### src/logic/icp_pkg.sv
// Purpose: constants for the command parser and serial poll status logic
// Assumes: ASCII bytes arrive one per strobe, synchronous to mclk
// Notes: status byte bit positions and fault vector layout live here
// What this block does
// - Assert service request after power-up and whenever a source-enabled fault occurs.
// - Exactly ten fault inputs: cv, cc, ov, ot, sd, fold, err, acf, opf, sense_protect_flag.
// - Record power-on in fault register only when the switch is on.
// - Source enables gate request generation only, never stored conditions or indicators.
// - Serial poll returns an eight-bit status byte.
// - Bit 0 set by any fault, cleared by fault query.
// - Bit 4 high when ready, low while commands are processed.
// - Bit 5 set by error status bit, cleared by error query.
// - Bit 6 set while requesting service, cleared by serial poll.
// - Bit 7 set at power-on, cleared by initialize command or device clear.
// - Keywords and mnemonic parameters accepted in any letter case.
// - Only full spellings accepted; shortened forms rejected.
// - Space separates keyword and parameter; space runs count as one.
// - Reject spaces inside a number between digits or digit and point.
// - Sender separates parameters with commas.
// - Exactly one comma between parameters, spaces allowed; two commas is an error.
// - Current default amps, mA milliamps; voltage default volts, mV millivolts.
// - Time default seconds; s seconds; ms milliseconds.
// - State parameter takes 1 or ON as true, 0 or OFF as false.
// - Numbers carry four significant figures with optional sign.
// - At most one decimal point in a number.
// - Exponent after E or e must be a signed or unsigned integer; a lone sign after E with no digits is also accepted.
// - Semicolons separate commands; spaces around them ignored.
// - Line feed ends a line and starts execution of buffered commands.
// - Commands execute strictly in order of arrival.
// - Parallel poll reflects bit 7 and does not clear the request.
package icp_pkg;
	localparam int NUM_FAULTS = 10;
	localparam int FLT_ERR = 6;
	localparam int SB_FAULT = 0;
	localparam int SB_READY = 4;
	localparam int SB_ERROR = 5;
	localparam int SB_RQS = 6;
	localparam int SB_PON = 7;
	localparam int KW_LEN = 6;
	localparam int MAX_SIG = 4;
	localparam logic [7:0] STATUS_RESET = 8'hC0;
	localparam logic [7:0] CH_LF = 8'h0A;
	localparam logic [7:0] CH_SP = 8'h20;
	localparam logic [7:0] CH_COMMA = 8'h2C;
	localparam logic [7:0] CH_SEMI = 8'h3B;
	localparam logic [7:0] CH_QUERY = 8'h3F;
	localparam logic [7:0] CH_PLUS = 8'h2B;
	localparam logic [7:0] CH_MINUS = 8'h2D;
	localparam logic [7:0] CH_POINT = 8'h2E;
	localparam logic [47:0] KW_FAULT_Q = 48'h4641554C543F;
	localparam logic [47:0] KW_ERR_Q = 48'h00004552523F;
	localparam logic [47:0] KW_CLR = 48'h000000434C52;
	typedef enum logic [2:0] {
		ICP_KEY, ICP_GAP, ICP_WORD, ICP_NUM, ICP_SUFFIX, ICP_AFTER, ICP_BAD
	} icp_state_t;
	typedef enum logic [2:0] {
		ICP_N_SIGN, ICP_N_INT, ICP_N_FRAC, ICP_N_ESIGN, ICP_N_EXP, ICP_N_SPACE
	} icp_num_t;
endpackage : icp_pkg

### src/logic/icp_parser.sv
// Purpose: command line syntax checker and serial poll status byte
// Assumes: one ASCII byte per rx_valid pulse; host logic drives the handshake
// Notes: command meaning is decoded downstream; here only syntax and status
module icp_parser (
	input wire logic mclk,
	input wire logic reset,
	input wire logic rx_valid,
	input wire logic [7:0] rx_byte,
	input wire logic [icp_pkg::NUM_FAULTS-1:0] fault_in,
	input wire logic [icp_pkg::NUM_FAULTS-1:0] source_enable,
	input wire logic power_on_request_switch,
	input wire logic serial_poll,
	input wire logic device_clear,
	input wire logic exec_busy,
	output logic [7:0] poll_status_byte,
	output logic service_request,
	output logic parallel_poll_bit,
	output logic [icp_pkg::NUM_FAULTS-1:0] fault_reg,
	output logic power_on_flag,
	output logic syntax_error,
	output logic cmd_valid,
	output logic [47:0] cmd_keyword,
	output logic cmd_last,
	output logic exec_start
);
	import icp_pkg::*;

	////////////////////////////////////////////////////////////////////////
	// Character helpers
	function automatic logic [7:0] upcase(input logic [7:0] c);
		if (c >= 8'h61 && c <= 8'h7A) begin
			return c - 8'h20;
		end
		return c;
	endfunction : upcase

	function automatic logic is_digit(input logic [7:0] c);
		return c >= 8'h30 && c <= 8'h39;
	endfunction : is_digit

	function automatic logic is_alpha(input logic [7:0] c);
		return upcase(c) >= 8'h41 && upcase(c) <= 8'h5A;
	endfunction : is_alpha

	////////////////////////////////////////////////////////////////////////
	// Parser state
	icp_state_t state;
	icp_num_t nstate;
	logic [47:0] kw;
	logic [2:0] kw_len;
	logic [47:0] word;
	logic [2:0] word_len;
	logic [2:0] sig_count;
	logic point_seen;
	logic comma_seen;
	logic have_param;
	logic [7:0] suffix_first;
	logic [1:0] suffix_len;
	logic pulse_fault_q;
	logic pulse_err_q;
	logic pulse_clr;

	logic [7:0] ch;
	assign ch = upcase(rx_byte);

	// Parameter word legality: only full spellings of known mnemonics
	function automatic logic word_ok(input logic [47:0] w);
		case (w)
			48'h000000004356, 48'h000000004343, 48'h00000000_4F56,
			48'h000000004F54, 48'h000000005344, 48'h0000464F4C44,
			48'h000000455252, 48'h000000504F4E, 48'h00000052454D,
			48'h000000414346, 48'h0000004F5046, 48'h0000534E5350,
			48'h000000414C4C, 48'h00004E4F4E45, 48'h000000004F4E,
			48'h0000004F4646: return 1'b1;
			default: return 1'b0;
		endcase
	endfunction : word_ok

	// Unit suffix legality: none, A, mA, V, mV, S, mS
	function automatic logic suffix_ok(input logic [1:0] n, input logic [7:0] f,
			input logic [7:0] s);
		if (n == 2'd0) begin
			return 1'b1;
		end
		if (n == 2'd1) begin
			return f == 8'h41 || f == 8'h56 || f == 8'h53;
		end
		if (n == 2'd2) begin
			return f == 8'h4D && (s == 8'h41 || s == 8'h56 || s == 8'h53);
		end
		return 1'b0;
	endfunction : suffix_ok

	logic num_end_ok;
	assign num_end_ok = nstate == ICP_N_INT || nstate == ICP_N_FRAC
		|| nstate == ICP_N_EXP || nstate == ICP_N_SPACE;

	logic [7:0] suffix_second;
	logic param_ok;
	always_comb begin
		param_ok = 1'b1;
		if (state == ICP_WORD) begin
			param_ok = word_ok(word);
		end else if (state == ICP_NUM) begin
			param_ok = num_end_ok && sig_count <= 3'(MAX_SIG);
		end else if (state == ICP_SUFFIX) begin
			param_ok = num_end_ok && sig_count <= 3'(MAX_SIG)
				&& suffix_ok(suffix_len, suffix_first, suffix_second);
		end
	end

	logic is_sep;
	assign is_sep = ch == CH_SEMI || ch == CH_LF;

	////////////////////////////////////////////////////////////////////////
	// Character stream walk
	always_ff @(posedge mclk) begin
		pulse_fault_q <= 1'b0;
		pulse_err_q <= 1'b0;
		pulse_clr <= 1'b0;
		cmd_valid <= 1'b0;
		exec_start <= 1'b0;
		if (reset) begin
			state <= ICP_KEY;
			nstate <= ICP_N_SIGN;
			kw <= '0;
			kw_len <= '0;
			word <= '0;
			word_len <= '0;
			sig_count <= '0;
			point_seen <= 1'b0;
			comma_seen <= 1'b0;
			have_param <= 1'b0;
			suffix_first <= '0;
			suffix_second <= '0;
			suffix_len <= '0;
			cmd_keyword <= '0;
			cmd_last <= 1'b0;
		end else if (rx_valid) begin
			if (is_sep) begin
				// bad commands are dropped, good ones leave in order
				if (state != ICP_BAD && kw_len != 3'd0 && param_ok
						&& !(comma_seen && state == ICP_AFTER)) begin
					cmd_valid <= 1'b1;
					cmd_keyword <= kw;
					cmd_last <= ch == CH_LF;
					if (kw == KW_FAULT_Q) begin
						pulse_fault_q <= 1'b1;
					end
					if (kw == KW_ERR_Q) begin
						pulse_err_q <= 1'b1;
					end
					if (kw == KW_CLR && !have_param) begin
						pulse_clr <= 1'b1;
					end
				end
				if (ch == CH_LF) begin
					exec_start <= 1'b1;
				end
				state <= ICP_KEY;
				kw <= '0;
				kw_len <= '0;
				have_param <= 1'b0;
				comma_seen <= 1'b0;
			end else begin
				case (state)
					ICP_KEY: begin
						if (ch == CH_SP) begin
							if (kw_len != 3'd0) begin
								state <= ICP_GAP;
							end
						end else if ((is_alpha(ch) || ch == CH_QUERY)
								&& kw_len != 3'(KW_LEN)) begin
							kw <= {kw[39:0], ch};
							kw_len <= kw_len + 3'd1;
						end else begin
							state <= ICP_BAD;
						end
					end
					ICP_GAP, ICP_AFTER: begin
						if (ch == CH_SP) begin
							state <= state;
						end else if (ch == CH_COMMA) begin
							if (comma_seen || !have_param) begin
								state <= ICP_BAD;
							end else begin
								comma_seen <= 1'b1;
							end
						end else if (have_param && !comma_seen) begin
							state <= ICP_BAD;
						end else begin
							have_param <= 1'b1;
							comma_seen <= 1'b0;
							word <= {40'h0, ch};
							word_len <= 3'd1;
							sig_count <= is_digit(ch) ? 3'd1 : 3'd0;
							point_seen <= ch == CH_POINT;
							suffix_len <= '0;
							if (is_alpha(ch)) begin
								state <= ICP_WORD;
							end else if (is_digit(ch)) begin
								state <= ICP_NUM;
								nstate <= ICP_N_INT;
							end else if (ch == CH_POINT) begin
								state <= ICP_NUM;
								nstate <= ICP_N_FRAC;
							end else if (ch == CH_PLUS || ch == CH_MINUS) begin
								state <= ICP_NUM;
								nstate <= ICP_N_SIGN;
							end else begin
								state <= ICP_BAD;
							end
						end
					end
					ICP_WORD: begin
						if (ch == CH_SP || ch == CH_COMMA) begin
							if (!word_ok(word)) begin
								state <= ICP_BAD;
							end else begin
								state <= ICP_AFTER;
								comma_seen <= ch == CH_COMMA;
							end
						end else if (is_alpha(ch) && word_len != 3'(KW_LEN)) begin
							word <= {word[39:0], ch};
							word_len <= word_len + 3'd1;
						end else begin
							state <= ICP_BAD;
						end
					end
					ICP_NUM: begin
						if (is_digit(ch)) begin
							if (nstate == ICP_N_SPACE) begin
								state <= ICP_BAD;
							end else if (nstate == ICP_N_ESIGN || nstate == ICP_N_EXP) begin
								nstate <= ICP_N_EXP;
							end else begin
								if (nstate == ICP_N_SIGN) begin
									nstate <= ICP_N_INT;
								end
								if (sig_count != 3'd7) begin
									sig_count <= sig_count + 3'd1;
								end
							end
						end else if (ch == CH_POINT) begin
							if (point_seen || nstate == ICP_N_SPACE
									|| nstate == ICP_N_ESIGN || nstate == ICP_N_EXP) begin
								state <= ICP_BAD;
							end else begin
								point_seen <= 1'b1;
								nstate <= ICP_N_FRAC;
							end
						end else if (ch == 8'h45 && (nstate == ICP_N_INT
								|| nstate == ICP_N_FRAC)) begin
							nstate <= ICP_N_ESIGN;
						end else if ((ch == CH_PLUS || ch == CH_MINUS)
								&& nstate == ICP_N_ESIGN) begin
							nstate <= ICP_N_EXP;
						end else if (ch == CH_SP && num_end_ok) begin
							nstate <= ICP_N_SPACE;
						end else if (ch == CH_COMMA && num_end_ok
								&& sig_count <= 3'(MAX_SIG)) begin
							state <= ICP_AFTER;
							comma_seen <= 1'b1;
						end else if (is_alpha(ch) && num_end_ok
								&& nstate != ICP_N_SPACE) begin
							state <= ICP_SUFFIX;
							suffix_first <= ch;
							suffix_len <= 2'd1;
						end else begin
							state <= ICP_BAD;
						end
					end
					ICP_SUFFIX: begin
						if (ch == CH_SP || ch == CH_COMMA) begin
							if (!suffix_ok(suffix_len, suffix_first, suffix_second)) begin
								state <= ICP_BAD;
							end else begin
								state <= ICP_AFTER;
								comma_seen <= ch == CH_COMMA;
							end
						end else if (is_alpha(ch) && suffix_len == 2'd1) begin
							suffix_second <= ch;
							suffix_len <= 2'd2;
						end else begin
							state <= ICP_BAD;
						end
					end
					default: state <= ICP_BAD;
				endcase
			end
		end
	end

	////////////////////////////////////////////////////////////////////////
	// Fault register and status byte
	logic [NUM_FAULTS-1:0] next_fault;
	logic err_event;
	assign err_event = rx_valid && is_sep && (state == ICP_BAD
		|| (kw_len != 3'd0 && (!param_ok || (comma_seen && state == ICP_AFTER))));
	always_comb begin
		next_fault = fault_in;
		next_fault[FLT_ERR] = fault_in[FLT_ERR] | syntax_error;
	end

	logic fault_event;
	logic rqs_source;
	logic pon_pending;
	assign fault_event = |(next_fault & ~fault_reg);
	// Only the request path sees the enables; stored bits are untouched
	assign rqs_source = |(next_fault & ~fault_reg & source_enable);

	always_ff @(posedge mclk) begin
		if (reset) begin
			syntax_error <= 1'b0;
		end else if (err_event) begin
			syntax_error <= 1'b1;
		end else if (pulse_err_q) begin
			syntax_error <= 1'b0;
		end
	end

	always_ff @(posedge mclk) begin
		if (reset) begin
			fault_reg <= '0;
			power_on_flag <= 1'b0;
			pon_pending <= 1'b1;
		end else begin
			fault_reg <= next_fault;
			pon_pending <= 1'b0;
			if (pon_pending) begin
				power_on_flag <= power_on_request_switch;
			end else if (pulse_clr || device_clear) begin
				power_on_flag <= 1'b0;
			end
		end
	end

	always_ff @(posedge mclk) begin
		if (reset) begin
			poll_status_byte <= STATUS_RESET;
			service_request <= 1'b1;
			parallel_poll_bit <= 1'b1;
		end else begin
			if (fault_event) begin
				poll_status_byte[SB_FAULT] <= 1'b1;
			end else if (pulse_fault_q) begin
				poll_status_byte[SB_FAULT] <= 1'b0;
			end
			poll_status_byte[3:1] <= 3'b000;
			poll_status_byte[SB_READY] <= !exec_busy && !exec_start;
			if (err_event || (next_fault[FLT_ERR] && !fault_reg[FLT_ERR])) begin
				poll_status_byte[SB_ERROR] <= 1'b1;
			end else if (pulse_err_q) begin
				poll_status_byte[SB_ERROR] <= 1'b0;
			end
			// Set beats poll-clear so a fault in the poll cycle is kept
			if (rqs_source) begin
				service_request <= 1'b1;
				poll_status_byte[SB_RQS] <= 1'b1;
			end else if (serial_poll) begin
				service_request <= 1'b0;
				poll_status_byte[SB_RQS] <= 1'b0;
			end
			if (pulse_clr || device_clear) begin
				poll_status_byte[SB_PON] <= 1'b0;
				parallel_poll_bit <= 1'b0;
			end
		end
	end
endmodule : icp_parser

### config.mk
export PLATFORM = sky130hd
export DESIGN_NAME = icp_parser
export DESIGN_NICKNAME = d
export VERILOG_FILES = /design/src/logic/icp_pkg.sv /design/src/logic/icp_parser.sv
export SDC_FILE = /design/constraint.sdc
export NUM_CORES = 1
export LEC_CHECK = 0
export BUFFER_PORTS_ARGS = -buffer_cell sky130_fd_sc_hd__buf_4
export CAP_MARGIN = 5
export CORE_ASPECT_RATIO = 1.4
export CORE_UTILIZATION = 53
export CTS_CLUSTER_DIAMETER = 30
export DETAILED_ROUTE_END_ITERATION = 6
export PLACE_DENSITY = 0.84
export SLEW_MARGIN = 20
export SYNTH_ARGS = -nofsm -noshare
export SYNTH_HDL_FRONTEND = slang
export SYNTH_SLANG_ARGS = --single-unit
export TNS_END_PERCENT = 30
### constraint.sdc
create_clock -name mclk -period 3.25 [get_ports mclk]
set_clock_uncertainty 0.1 [all_clocks]
set_input_delay 0.325 -clock mclk [delete_from_list [all_inputs] [get_ports mclk]]
set_output_delay 0.325 -clock mclk [all_outputs]
set_load 0.01 [all_outputs]
==> run_results.csv <==
group,metric,value,unit
outcome,status,"finished clean",
clock_network,cts_root_buf,"clkbuf_16",
yosys,synth-main-ff-cell,"dfxtp_1",
sta,fmax,319,MHz
sta,maxSlewViolCount,0,
yosys,async_flop_share,0,
placement,hpwl,18000,um
clock_network,cts_sinks,204,
drt,drt_iter0_drc,646,
yosys,yosysWarnings,0,
setup_path,critPathSlowestCell,"or4_1",
finish,instances_no_fill,1493,
drt,drc,0,
yosys,synth_seq_area_share,0.441,
setup_path,critical-path-max-stage-delay,540,ps
floorplanning,core-area,0.0170,sq mm
power_and_ir_drop,powerDensity,549,mW/mm^2
floorplanning,die_w,114,um
finish,area_growth,26.2,%
clock_network,clock_latency,540,ps
setup_path,critPathRequiredTime,3580,ps
setup_path,critPathMaxFanout,10,
clock_network,cts_inserted_buffers,31,
yosys,synth_top_area_cell,"dfxtp_1",
placement,place.port_buffers,104,
floorplanning,initial_core_util,0.546,
yosys,synth.top_cells.by_area,"dfxtp_1 (44%), a21oi_1 (5.9%), nor2_1 (5.1%)",
global_route,grtUsageTotal,0.293,
drt,ant_nets,0,
worst_hold_path,hold_class,"in -> reg",
finish,reg_top3,"cmd_keyword x48, kw x48, word x48",
finish,antennaDiodeCount,0,
sta,hold_viol_final,0,
yosys,netlist_instances,1127,
power_and_ir_drop,p_leak,4.41,nW
yosys,synth_area,0.00926,sq mm
drt,wl,26800,um
floorplanning,rows,56,
global_route,grt_pass1_wl,42600,um
sta,worst_pin_slew,750,ps
sta,period_share,0.964,
clock_network,htree_levels,1,
global_route,grt-ovfl-total,0,
setup_path,start_kind,"flop",
setup_path,worstPathArrival,3460,ps
drt,routed-via-count,9142,
yosys,synth_edf_count,0,
finish,fin_nets,1282,
yosys,syn_avg_cell_area,8.22,sq um
sta,min_period,3130,ps
power_and_ir_drop,peakVddDrop,0.483,mV
sta,hold_slack,36.5,ps
sta,relSlewSlack,0.500,
global_route,grt_max_degree,107,
sta,rsz0062_at_grt,"false",
yosys,synth_top_area_frac,0.441,
finish,layout-drive-gt1-share,0.184,
floorplanning,chipHeight,158,um
setup_path,worstSetupPathType,"reg -> reg",
drt,dr.pass1.iters,5,
flow_run,maxCapViolations,0,
clock_network,cts.path.max_buffers,3,
yosys,ys_ff_latch,204,
clock_network,cts_tree,"done",
setup_path,critPathCaptureType,"flop",
drt,wire_per_inst,18.0,um
global_route,antenna_found_initial,0,
sta,final-setup-viol-count,0,
drt,vias_per_cell,6.12,
clock_network,path_clk_slew,60,ps
yosys,synth_cell_type_count,74,
global_route,grt_pass1_vias,8593,
floorplanning,die-area,0.0180,sq mm
floorplanning,ioPinCount,108,
placement,place_inst,1420,
placement,gp_congestion,0.941,
setup_path,worstPathCellList,"nor4bb_1 -> nand4_1 -> or4_1 -> o211a_2 -> o21ai_2 -> nor2_1 -> or4b_4 -> nor4_1",
## where the power goes
part	total (mW)	internal [mW]	switching [mW]	leakage, nW
Clock	3.39	2.08	1.31	0.526
Sequential	2.55	2.53	0.0254	1.65
Combinational	0.477	0.179	0.298	2.23
## worst max-delay path: cells and delay by family (launching register included)
family / cells / cell delay [ps]
AOI/OAI and AO/OA: 2 / 370
DFF: 1 / 420
and+or+nand+nor: 6 / 2130
## synthesized netlist by cell type, types with 4 or more instances
cell and number:
nor2_1 125, a211oi_1 6, nor4_1 18, mux2i_1 11, nand4b_1 4, buf_2 7
and2_1 7, nor4bb_1 5, nand3_1 71, o31ai_1 6, ha_1 10, a31oi_1 6
nor4b_1 7, nand2_1 102, a22oi_1 61, clkbuf_1 79, nor3b_1 8, buf_4 5
or3_1 6, nand2b_1 11, nand4_1 16, nor2b_1 26, nor3_1 17, or4_1 10
o21ai_0 65, dfxtp_1 204, inv_1 22, a21oi_1 110, and3_1 8, and4b_1 8
and3b_1 7, nand3b_1 6
## final timing paths
check | start | endpoint | slack (ps) | depth (start not counted)
max reg2reg | word[1]$_SDFFE_PP0P_ | pulse_clr$_SDFF_PP0_ | 120 | 8
min | rx_byte[4] | suffix_second[4]$_SDFFE_PP0P_ | 40 | 3
min reg2reg | exec_start$_SDFF_PP0_ | poll_status_byte[4]$_SDFF_PP0_ | 310 | 1
max | word[1]$_SDFFE_PP0P_ | pulse_clr$_SDFF_PP0_ | 120 | 8
## layout by cell type (no fill, tap or decap), types with 7 or more instances in the layout
master | synthesis | final
or4_1 | 10 | 10
buf_4 | 5 | 145
nor3_1 | 17 | 17
nor4b_1 | 7 | 7
buf_12 | 0 | 8
nor2b_1 | 26 | 26
and2_1 | 7 | 7
dfxtp_1 | 204 | 204
and3b_1 | 7 | 7
nor3b_1 | 8 | 8
a22oi_1 | 61 | 61
nor4_1 | 18 | 18
o21ai_0 | 65 | 65
clkbuf_16 | 0 | 31
and4b_1 | 8 | 8
inv_1 | 22 | 22
a21oi_1 | 110 | 110
nand2_1 | 102 | 102
mux2i_1 | 11 | 11
nand4_1 | 16 | 16
dlygate4sd3_1 | 0 | 15
inv_6 | 0 | 9
ha_1 | 10 | 10
and3_1 | 8 | 8
nand3_1 | 71 | 71
nor2_1 | 125 | 125
nand2b_1 | 11 | 11
## metrics by stage
stage	utilization	setup slack (ps)	TNS (ps)	total power [mW]	instance area [sq um]
after floorplan	-	150	0	2.88	9270
after global placement	0.616	27.6	0	3.05	10400
after detailed placement	0.616	-23.1	-44.0	3.05	10400
after CTS	0.688	95.7	0	6.44	11700
after global routing	0.689	7.54	0	6.60	11700
final	0.689	117	0	6.41	11700
## layout make-up
| class | instances | area, sq um |
|---|---|---|
| Clock inverter | 24 | 283 |
| Fill cell | 1367 | 5270 |
| Clock buffer | 33 | 793 |
| Timing Repair Buffer | 168 | 1400 |
| Sequential cell | 204 | 4080 |
| Tap cell | 232 | 290 |
| Inverter | 22 | 82.6 |
| Multi-Input combinational cell | 810 | 4760 |
## routing by layer
| layer | track usage | routed length [um] |
|---|---|---|
| met1 | 0.320 | 9850 |
| met2 | 0.537 | 14000 |
| met3 | 0.0388 | 1440 |
| met4 | 0.177 | 1530 |
| met5 | 0 | 0 |
## cells by family (layout without fill, tap and decap cells)
kind of cell,after synthesis,count (layout),share of synthesized area
other cells,1,3,0.000405
buf+inv,115,247,0.0504
mux,12,12,0.0131
flops,204,204,0.441
compound gates,302,302,0.206
fa+ha+maj,10,10,0.0135
simple gates,477,477,0.270
xor+xnor,6,6,0.00568
## repair_timing
action,in CTS,in global routing
setup endpoints to repair,0,2
hold buffers,15,0
endpoints found under the hold margin,14,0
setup buffers,0,1
gates resized for setup,0,2
No activity file was read; power rests on OpenSTA's default activity.
